## config.mk

```make
export PLATFORM = sky130hd
export DESIGN_NAME = dmaes_top
export DESIGN_NICKNAME = d
export VERILOG_FILES = /design/src/common/dmaes_pkg.sv /design/src/logic/dmaes_top.sv
export SDC_FILE = /design/constraint.sdc
export NUM_CORES = 1
export LEC_CHECK = 0
export BUFFER_PORTS_ARGS = -buffer_cell sky130_fd_sc_hd__buf_2
export CORE_MARGIN = 2
export CORE_UTILIZATION = 47
export DETAILED_ROUTE_END_ITERATION = 10
export HOLD_SLACK_MARGIN = 0.12
export PLACE_DENSITY = 0.76
export REMOVE_ABC_BUFFERS = 1
export SETUP_SLACK_MARGIN = 0.4
export SLEW_MARGIN = 20
export SYNTH_ARGS = -nofsm -noshare
export SYNTH_HDL_FRONTEND = slang
export SYNTH_SLANG_ARGS = --single-unit
export TNS_END_PERCENT = 100
```

## constraint.sdc

```tcl
create_clock -name mclk -period 3.7 [get_ports mclk]
set_input_delay 0.37 -clock mclk [delete_from_list [all_inputs] [get_ports mclk]]
set_output_delay 0.37 -clock mclk [all_outputs]
set_load 0.005 [all_outputs]
```

## src/common/dmaes_pkg.sv

```systemverilog
package dmaes_pkg;

  // ****************************************
  // Geometry and map
  // ****************************************
  localparam int          NCH        = 8;
  localparam int          FPC        = 4;
  localparam logic [31:0] BASE_ADDR  = 32'hA000_0000;
  localparam logic [5:0]  IDX_STATUS = 6'h00;
  localparam logic [5:0]  IDX_CLEAR  = 6'h01;
  localparam logic [5:0]  IDX_RSEL   = 6'h02;
  localparam logic [5:0]  IDX_CFG0   = 6'h04;

  // ****************************************
  // Field positions and reset values
  // ****************************************
  localparam int         FLD_ANY     = 0;
  localparam int         FLD_DONE    = 1;
  localparam int         FLD_HALF    = 2;
  localparam int         FLD_ERR     = 3;
  localparam int         CFG_EN      = 0;
  localparam int         CFG_DONE_IE = 1;
  localparam int         CFG_HALF_IE = 2;
  localparam int         CFG_ERR_IE  = 3;
  localparam logic [3:0] FLAGS_RST   = 4'h0;
  localparam logic [3:0] CFG_RST     = 4'h0;
  localparam logic [7:0] RSEL_RST    = 8'h00;

  // ****************************************
  // Bus encodings
  // ****************************************
  localparam logic [2:0] HSIZE_WORD = 3'h2;
  localparam logic       RESP_OKAY  = 1'b0;
  localparam logic       RESP_ERROR = 1'b1;

  typedef enum logic [1:0] {
    BUS_RUN      = 2'b00,
    BUS_ERR_WAIT = 2'b01,
    BUS_ERR_LAST = 2'b10
  } dmaes_bus_e;

  typedef struct packed {
    logic [NCH-1:0] half;
    logic [NCH-1:0] done;
    logic [NCH-1:0] fault;
  } dmaes_evt_s;

  typedef struct packed {
    logic [NCH-1:0] enable;
    logic [NCH-1:0] request;
    logic [NCH-1:0] irq;
  } dmaes_chan_s;

  typedef struct packed {
    logic [NCH-1:0][FPC-1:0] flags;
    logic [NCH-1:0][3:0]     cfg;
    logic [NCH-1:0]          rsel;
    logic                    wr_pend;
    logic [5:0]              wr_idx;
    dmaes_bus_e              bus;
    logic                    hready;
    logic                    hresp;
    logic [31:0]             hrdata;
    dmaes_chan_s             chan;
  } dmaes_state_s;

endpackage : dmaes_pkg

```

## src/logic/dmaes_top.sv

```systemverilog
`timescale 1ns/1ps

module dmaes_top (
  input  wire logic                       mclk,       // Bus clock
  input  wire logic                       rst,        // Async reset
  input  wire logic                       hsel,       // Slave select
  input  wire logic [31:0]                haddr,      // Byte address
  input  wire logic [1:0]                 htrans,     // Transfer type
  input  wire logic                       hwrite,     // Write when high
  input  wire logic [2:0]                 hsize,      // Access size
  input  wire logic                       hready,     // Bus ready in
  input  wire logic [31:0]                hwdata,     // Write data
  output logic      [31:0]                hrdata,     // Read data
  output logic                            hreadyout,  // Slave ready
  output logic                            hresp,      // Error response
  input  wire dmaes_pkg::dmaes_evt_s      evt,        // Engine event strobes
  input  wire logic [dmaes_pkg::NCH-1:0]  periph_req, // Peripheral requests
  input  wire logic                       adc_req,    // Converter request
  output dmaes_pkg::dmaes_chan_s          chan        // Channel controls
);

  // ****************************************
  // State
  // ****************************************
  dmaes_pkg::dmaes_state_s st_q;
  dmaes_pkg::dmaes_state_s st_d;

  logic [dmaes_pkg::NCH-1:0][dmaes_pkg::FPC-1:0] clr_w;
  logic [5:0]                                    idx_w;
  logic [2:0]                                    cidx_w;
  logic [2:0]                                    rcidx_w;
  logic                                          accept_w;
  logic                                          bad_w;
  logic                                          mapped_w;
  logic                                          any_w;

  assign idx_w    = haddr[7:2];
  assign accept_w = hsel & htrans[1] & hready;
  assign mapped_w = (haddr[31:8] == dmaes_pkg::BASE_ADDR[31:8]);
  // Narrow or misaligned accesses are refused outright
  assign bad_w    = (hsize != dmaes_pkg::HSIZE_WORD) | (haddr[1:0] != 2'h0);

  // ****************************************
  // Next state
  // ****************************************
  always_comb begin
    st_d    = st_q;
    clr_w   = '0;
    cidx_w  = 3'(st_q.wr_idx - dmaes_pkg::IDX_CFG0);
    rcidx_w = 3'(idx_w - dmaes_pkg::IDX_CFG0);
    any_w   = 1'b0;

    // Write data phase of the previously accepted write
    if (st_q.wr_pend) begin
      case (st_q.wr_idx)
        dmaes_pkg::IDX_CLEAR: begin
          clr_w = hwdata;
        end
        dmaes_pkg::IDX_RSEL: begin
          st_d.rsel = hwdata[dmaes_pkg::NCH-1:0];
        end
        default: begin
          if (st_q.wr_idx >= dmaes_pkg::IDX_CFG0 &&
              st_q.wr_idx < dmaes_pkg::IDX_CFG0 + 6'(dmaes_pkg::NCH)) begin
            st_d.cfg[cidx_w] = hwdata[3:0];
          end
        end
      endcase
    end

    // Per-channel flags, stop, interrupt and request select
    for (int c = 0; c < dmaes_pkg::NCH; c++) begin
      // Set beats clear so that no event is lost
      st_d.flags[c][dmaes_pkg::FLD_DONE] = evt.done[c] |
        (st_q.flags[c][dmaes_pkg::FLD_DONE] & ~clr_w[c][dmaes_pkg::FLD_DONE]);
      st_d.flags[c][dmaes_pkg::FLD_HALF] = evt.half[c] |
        (st_q.flags[c][dmaes_pkg::FLD_HALF] & ~clr_w[c][dmaes_pkg::FLD_HALF]);
      st_d.flags[c][dmaes_pkg::FLD_ERR]  = evt.fault[c] |
        (st_q.flags[c][dmaes_pkg::FLD_ERR] & ~clr_w[c][dmaes_pkg::FLD_ERR]);
      any_w = evt.done[c] | evt.half[c] | evt.fault[c];
      st_d.flags[c][dmaes_pkg::FLD_ANY]  = any_w |
        (st_q.flags[c][dmaes_pkg::FLD_ANY] & ~clr_w[c][dmaes_pkg::FLD_ANY]);

      // Hardware stop overrides a software enable in the same cycle
      if (evt.fault[c]) begin
        st_d.cfg[c][dmaes_pkg::CFG_EN] = 1'b0;
      end
      st_d.chan.enable[c] = st_d.cfg[c][dmaes_pkg::CFG_EN];

      st_d.chan.irq[c] =
        (st_d.flags[c][dmaes_pkg::FLD_DONE] & st_d.cfg[c][dmaes_pkg::CFG_DONE_IE]) |
        (st_d.flags[c][dmaes_pkg::FLD_HALF] & st_d.cfg[c][dmaes_pkg::CFG_HALF_IE]) |
        (st_d.flags[c][dmaes_pkg::FLD_ERR]  & st_d.cfg[c][dmaes_pkg::CFG_ERR_IE]);

      st_d.chan.request[c] = st_q.rsel[c] ? adc_req : periph_req[c];
    end

    // Address phase and response
    st_d.wr_pend = 1'b0;
    st_d.hready  = 1'b1;
    st_d.hresp   = dmaes_pkg::RESP_OKAY;
    st_d.hrdata  = '0;
    case (st_q.bus)
      dmaes_pkg::BUS_ERR_WAIT: begin
        // Second cycle of the two-cycle error answer
        st_d.bus    = dmaes_pkg::BUS_ERR_LAST;
        st_d.hresp  = dmaes_pkg::RESP_ERROR;
      end
      dmaes_pkg::BUS_RUN, dmaes_pkg::BUS_ERR_LAST: begin
        st_d.bus = dmaes_pkg::BUS_RUN;
        if (accept_w) begin
          if (bad_w) begin
            st_d.bus    = dmaes_pkg::BUS_ERR_WAIT;
            st_d.hready = 1'b0;
            st_d.hresp  = dmaes_pkg::RESP_ERROR;
          end else if (hwrite) begin
            // Status is read only, so a write to it is dropped quietly
            st_d.wr_pend = mapped_w;
            st_d.wr_idx  = idx_w;
          end else if (mapped_w) begin
            // Read the post-update view so a read after a write is fresh
            case (idx_w)
              dmaes_pkg::IDX_STATUS: begin
                st_d.hrdata = st_d.flags;
              end
              dmaes_pkg::IDX_CLEAR: begin
                st_d.hrdata = '0;
              end
              dmaes_pkg::IDX_RSEL: begin
                st_d.hrdata = {24'h00_0000, st_d.rsel};
              end
              default: begin
                if (idx_w >= dmaes_pkg::IDX_CFG0 &&
                    idx_w < dmaes_pkg::IDX_CFG0 + 6'(dmaes_pkg::NCH)) begin
                  st_d.hrdata = {28'h000_0000, st_d.cfg[rcidx_w]};
                end
              end
            endcase
          end
        end
      end
      default: begin
        st_d.bus = dmaes_pkg::BUS_RUN;
      end
    endcase
  end

  // ****************************************
  // Registers
  // ****************************************
  always_ff @(posedge mclk or posedge rst) begin
    if (rst) begin
      st_q.flags        <= {dmaes_pkg::NCH{dmaes_pkg::FLAGS_RST}};
      st_q.cfg          <= {dmaes_pkg::NCH{dmaes_pkg::CFG_RST}};
      st_q.rsel         <= dmaes_pkg::RSEL_RST;
      st_q.wr_pend      <= 1'b0;
      st_q.wr_idx       <= 6'h00;
      st_q.bus          <= dmaes_pkg::BUS_RUN;
      st_q.hready       <= 1'b1;
      st_q.hresp        <= dmaes_pkg::RESP_OKAY;
      st_q.hrdata       <= 32'h0000_0000;
      st_q.chan         <= '0;
    end else begin
      st_q <= st_d;
    end
  end

  // ****************************************
  // Outputs
  // ****************************************
  assign hrdata    = st_q.hrdata;
  assign hreadyout = st_q.hready;
  assign hresp     = st_q.hresp;
  assign chan      = st_q.chan;

endmodule : dmaes_top

```

==> impl_table.tex <==
\begin{tabular}{lr}
\hline
Metric & Value \\
\hline
\multicolumn{2}{l}{\textbf{Status}} \\
\quad Result of the run & finished clean \\
\multicolumn{2}{l}{\textbf{Power}} \\
\quad Power Total & 3.353 mW \\
\quad Worst-case vdd ir drop & about 280 µV \\
\quad Leakage & between 3 and 4 nW \\
\quad PD cells & 470.2 nW/µm² \\
\multicolumn{2}{l}{\textbf{Logic synthesis}} \\
\quad Proportion of synthesized chip area in sequential cells & $\sim$55\% \\
\quad Dominant synthesized flop cell & sky130\_fd\_sc\_hd\_\_dfrtp\_1 \\
\quad Total of warnings raised by yosys & 0 \\
\quad Number of flops mapped to enable cells by yosys & 0 \\
\quad Cell area after synthesis & 5933 µm² \\
\quad Synth top area share & about 55\% \\
\quad Number of synthesized register bits & 131 \\
\quad Area contributors post-synth & sky130\_fd\_sc\_hd\_\_dfrtp\_1 55\%, sky130\_fd\_sc\_hd\_\_buf\_4 7.1\%, sky130\_fd\_sc\_hd\_\_mux2i\_1 5.6\% \\
\quad Asr flop ratio synth & 100.0\% \\
\quad Average size of a mapped cell & around 11 µm² \\
\quad Synth cell types & 52 \\
\quad Post-synthesis cell type with the largest combined area & sky130\_fd\_sc\_hd\_\_dfrtp\_1 \\
\quad Commonest cells in the netlist & 130 x sky130\_fd\_sc\_hd\_\_dfrtp\_1, 56 x sky130\_fd\_sc\_hd\_\_buf\_4, 48 x sky130\_fd\_sc\_hd\_\_inv\_1, 45 x sky130\_fd\_sc\_hd\_\_nand2\_1, 33 x sky130\_fd\_sc\_hd\_\_mux2i\_1 \\
\quad Most frequently used cell type in the post-synthesis netlist & sky130\_fd\_sc\_hd\_\_dfrtp\_1 \\
\quad Gate Count Post-Synth & 545 \\
\multicolumn{2}{l}{\textbf{Final layout}} \\
\quad Total of fill cells in the finished design & between 1,000 and 1,500 \\
\quad Post-synthesis to final-layout area growth & 20.20\% \\
\quad Number of inserted diodes & 0 \\
\quad Share of post-route cells with drive strength above 1 & between 30\% and 40\% \\
\quad Post-route standard cell area excluding fillers & 7132 µm² \\
\quad Net total in the final layout & about 770 \\
\multicolumn{2}{l}{\textbf{Worst setup path}} \\
\quad Slowest cell on the critical path & sky130\_fd\_sc\_hd\_\_or4b\_1 \\
\quad Register-to-register setup slack & $\sim$0.93 ns \\
\quad Kind of cell with the highest combined delay on the critical path & simple AND/OR/NAND/NOR gates \\
\quad Buffering stage count on the worst path with inverters included & 1 \\
\quad Critical Path RT & approximately 4.0 ns \\
\quad Capturing point of the worst reg2reg path & hrdata[0] \\
\quad Critical R2R Launch & st\_q[65] \\
\quad Reg2Reg Depth & 7 \\
\quad Crit-path max cell delay & 0.71 ns \\
\quad Logic depth of the worst path, buffers included & 7 \\
\quad Critical path cell sequence & or4b\_1 -> nor4\_4 -> buf\_4 -> mux2\_2 -> o21ai\_0 -> o211ai\_1 -> o311a\_1 \\
\quad Signal arrival time at the worst endpoint & between 3 and 4 ns \\
\quad Critical Path Fanout Max & 6 \\
\quad CP startpoint kind & flip-flop \\
\quad Crit Path Category & flip-flop to flip-flop \\
\quad Critical path startpoint & st\_q[65] \\
\quad Critical path destination & hrdata[0] \\
\quad Kind of end point of the critical path & flip-flop \\
\multicolumn{2}{l}{\textbf{Clock tree}} \\
\quad H-tree depth reported by CTS & 4 \\
\quad Skew-Pair Late Insertion Delay & about 0.42 ns \\
\quad CTS Buffer Depth & 2 \\
\quad Clock transition at path regs & 0.06 ns \\
\quad TritonCTS clock tree & done \\
\quad Clock tree sinks & around 130 \\
\quad Count of buffers added by post-CTS timing repair for setup & 0 \\
\quad Clock root cell & sky130\_fd\_sc\_hd\_\_clkbuf\_16 \\
\quad Number of buffers added by the clock tree synthesis step & 17 \\
\multicolumn{2}{l}{\textbf{Timing}} \\
\quad Post-route fraction of the period consumed by the critical path & between 70\% and 80\% \\
\quad Final-report max-slew violation count & 0 \\
\quad Total of endpoints with negative setup slack in the final report & 0 \\
\quad Slew Limit Headroom & between 30\% and 40\% \\
\quad Clock Skew & 0.01088 ns \\
\quad Transition time at the pin with the least slew margin & $\sim$0.90 ns \\
\quad Setup repair after global routing missed its margin & false \\
\quad Shortest period the worst path allows & 2.765 ns \\
\quad Final Hold Fails & 0 \\
\quad Max Freq & $\sim$0.36 GHz \\
\quad Worst hold-check slack & around 0.16 ns \\
\multicolumn{2}{l}{\textbf{Detailed routing}} \\
\quad Number of detailed-routing iterations run before antenna repair & 4 \\
\quad Via count & around 4,300 \\
\quad Post-route DRC & 0 \\
\quad Violation count after the first detailed-routing iteration & just under 300 \\
\quad Final antenna-violating net count & 0 \\
\quad Routed len/inst & between 15 and 20 µm \\
\quad Total routed wirelength & approximately 14,000 µm \\
\quad Post-DR vias/cell & 5.098 \\
\multicolumn{2}{l}{\textbf{Global routing}} \\
\quad Total global routing overflow & 0 \\
\quad Maximum number of pins on one net before global-route repair & between 80 and 90 \\
\quad Global router's overall resource usage & about 22\% \\
\quad Initial antenna violation count & 0 \\
\quad Wire length of the first global-routing pass & around 22,000 µm \\
\quad Via count of the first global-routing pass & about 4,300 \\
\multicolumn{2}{l}{\textbf{Worst hold path}} \\
\quad Hold crit path type & input pin to flip-flop \\
\multicolumn{2}{l}{\textbf{Floorplan}} \\
\quad Total I/O pin count & about 170 \\
\quad Number of placement rows & 41 \\
\quad Core Area & between 10,000 and 15,000 µm² \\
\quad Die width & between 100 and 150 µm \\
\quad Vertical die dimension & 116.4 µm \\
\quad Initial core utilization & between 40\% and 50\% \\
\quad Die Outline Area & $\sim$14,000 µm² \\
\multicolumn{2}{l}{\textbf{Place}} \\
\quad Last weighted congestion value of the routability-driven placer & $\sim$0.86 \\
\quad Input/output buffers & around 160 \\
\quad Area post-placement & 6510 µm² \\
\quad Total half-perimeter wirelength after legalization and detailed placement & 10,360 µm \\
\multicolumn{2}{l}{\textbf{Run}} \\
\quad Max-cap violations & 0 \\
\hline
\end{tabular}
==> through the flow <==
step	setup slack, ns	std cells	TNS, ns	util, %
2_1_floorplan	-0.1660	470	-21.59	-
3_3_place_gp	0.9239	811	0	52.22
3_5_place_dp	0.8934	811	0	52.22
4_1_cts	0.8813	844	0	57.21
5_1_grt	0.7327	844	0	57.21
6_report	0.9346	844	0	57.21
==> layout make-up <==
type	instances	area [µm²]	share of cell area, %
Tap cell	172	215.2	3.018
Sequential cell	131	3279	45.98
Multi-Input combinational cell	290	1966	27.56
Clock inverter	13	158.9	2.228
Timing Repair Buffer	170	870.8	12.21
Inverter	49	188.9	2.649
Clock buffer	19	452.9	6.351
==> sequential cells by signal, summed over array words and instances, names as in the netlist <==
register   count
chan          23
hrdata        32
hreadyout      1
hresp          1
st_q          74
==> cell families (layout without fill, tap and decap cells) <==
| group | Yosys count | after routing | synth area share (%) |
|---|---|---|---|
| AND/OR/NAND/NOR | 143 | 143 | 12.76 |
| flip-flops | 131 | 131 | 55.27 |
| buffers and inverters | 124 | 251 | 11.60 |
| AO/OA/AOI/OAI | 91 | 91 | 10.31 |
| multiplexers | 56 | 56 | 10.06 |
==> per-layer routing <==
| layer | vias to the layer above | GRT usage, % | part of all wire (%) |
|---|---|---|---|
| li1 | 2026 | - | - |
| met1 | 2126 | 28.96 | 43 |
| met2 | 137 | 35.66 | 50 |
| met3 | 14 | 5.708 | 5.9 |
| met4 | 0 | 7.540 | 1.1 |
| met5 | - | 0 | 0 |
==> power breakdown <==
part	switching (mW)	internal [mW]	total, mW
Clock	0.620	1.09	1.71
Sequential	0.00899	1.45	1.46
Combinational	0.108	0.0743	0.182
Total	0.737	2.62	3.35
==> worst min-delay path by stage <==
| stage | endpoint | slack, ns | start | cells after the start |
|---|---|---|---|---|
| floorplan | st_q[59] | 0.38 | st_q[59] | 1 |
| global placement | st_q[59] | 0.39 | st_q[59] | 1 |
| detailed placement | st_q[59] | 0.40 | st_q[59] | 1 |
| CTS | chan[22] | 0.14 | evt[6] | 2 |
| global route | chan[22] | 0.17 | evt[6] | 2 |
| finish | chan[22] | 0.16 | evt[6] | 2 |
==> worst reg2reg max path: stages (launching register included) <==
cell and delay [ns]:
sky130_fd_sc_hd__dfrtp_1 0.40, sky130_fd_sc_hd__or4b_1 0.71, sky130_fd_sc_hd__nor4_4 0.41, sky130_fd_sc_hd__buf_4 0.23, sky130_fd_sc_hd__mux2_2 0.34, sky130_fd_sc_hd__o21ai_0 0.24, sky130_fd_sc_hd__o211ai_1 0.14, sky130_fd_sc_hd__o311a_1 0.18
==> timing repair <==
item                                    CTS  global route
gates resized for setup                   0             0
hold endpoints to repair                 79             0
hold buffers                              1             0
endpoints found under the setup margin    0             0
==> cells in the final DEF (no fill, tap or decap), types with 4 or more instances in the layout <==
cell                        netlist  layout
sky130_fd_sc_hd__buf_2            4     163
sky130_fd_sc_hd__dfrtp_1        130     130
sky130_fd_sc_hd__inv_1           48      47
sky130_fd_sc_hd__nand2_1         45      45
sky130_fd_sc_hd__mux2i_1         33      33
sky130_fd_sc_hd__nor2_1          29      29
sky130_fd_sc_hd__a21oi_1         26      26
sky130_fd_sc_hd__mux2_2          21      21
sky130_fd_sc_hd__o21ai_0         18      18
sky130_fd_sc_hd__clkbuf_16        0      17
sky130_fd_sc_hd__nor2b_1         15      15
sky130_fd_sc_hd__nand3_1         11      11
sky130_fd_sc_hd__nand2b_1        10      10
sky130_fd_sc_hd__a2111o_1         7       7
sky130_fd_sc_hd__nor4_1           6       6
sky130_fd_sc_hd__buf_4           56       6
sky130_fd_sc_hd__a21o_1           5       5
sky130_fd_sc_hd__o211ai_1         5       5
sky130_fd_sc_hd__o21a_1           5       5
sky130_fd_sc_hd__o22a_1           5       5
sky130_fd_sc_hd__nor3_1           4       4
sky130_fd_sc_hd__clkinv_2         0       4
No activity file was read; power rests on OpenSTA's default activity.
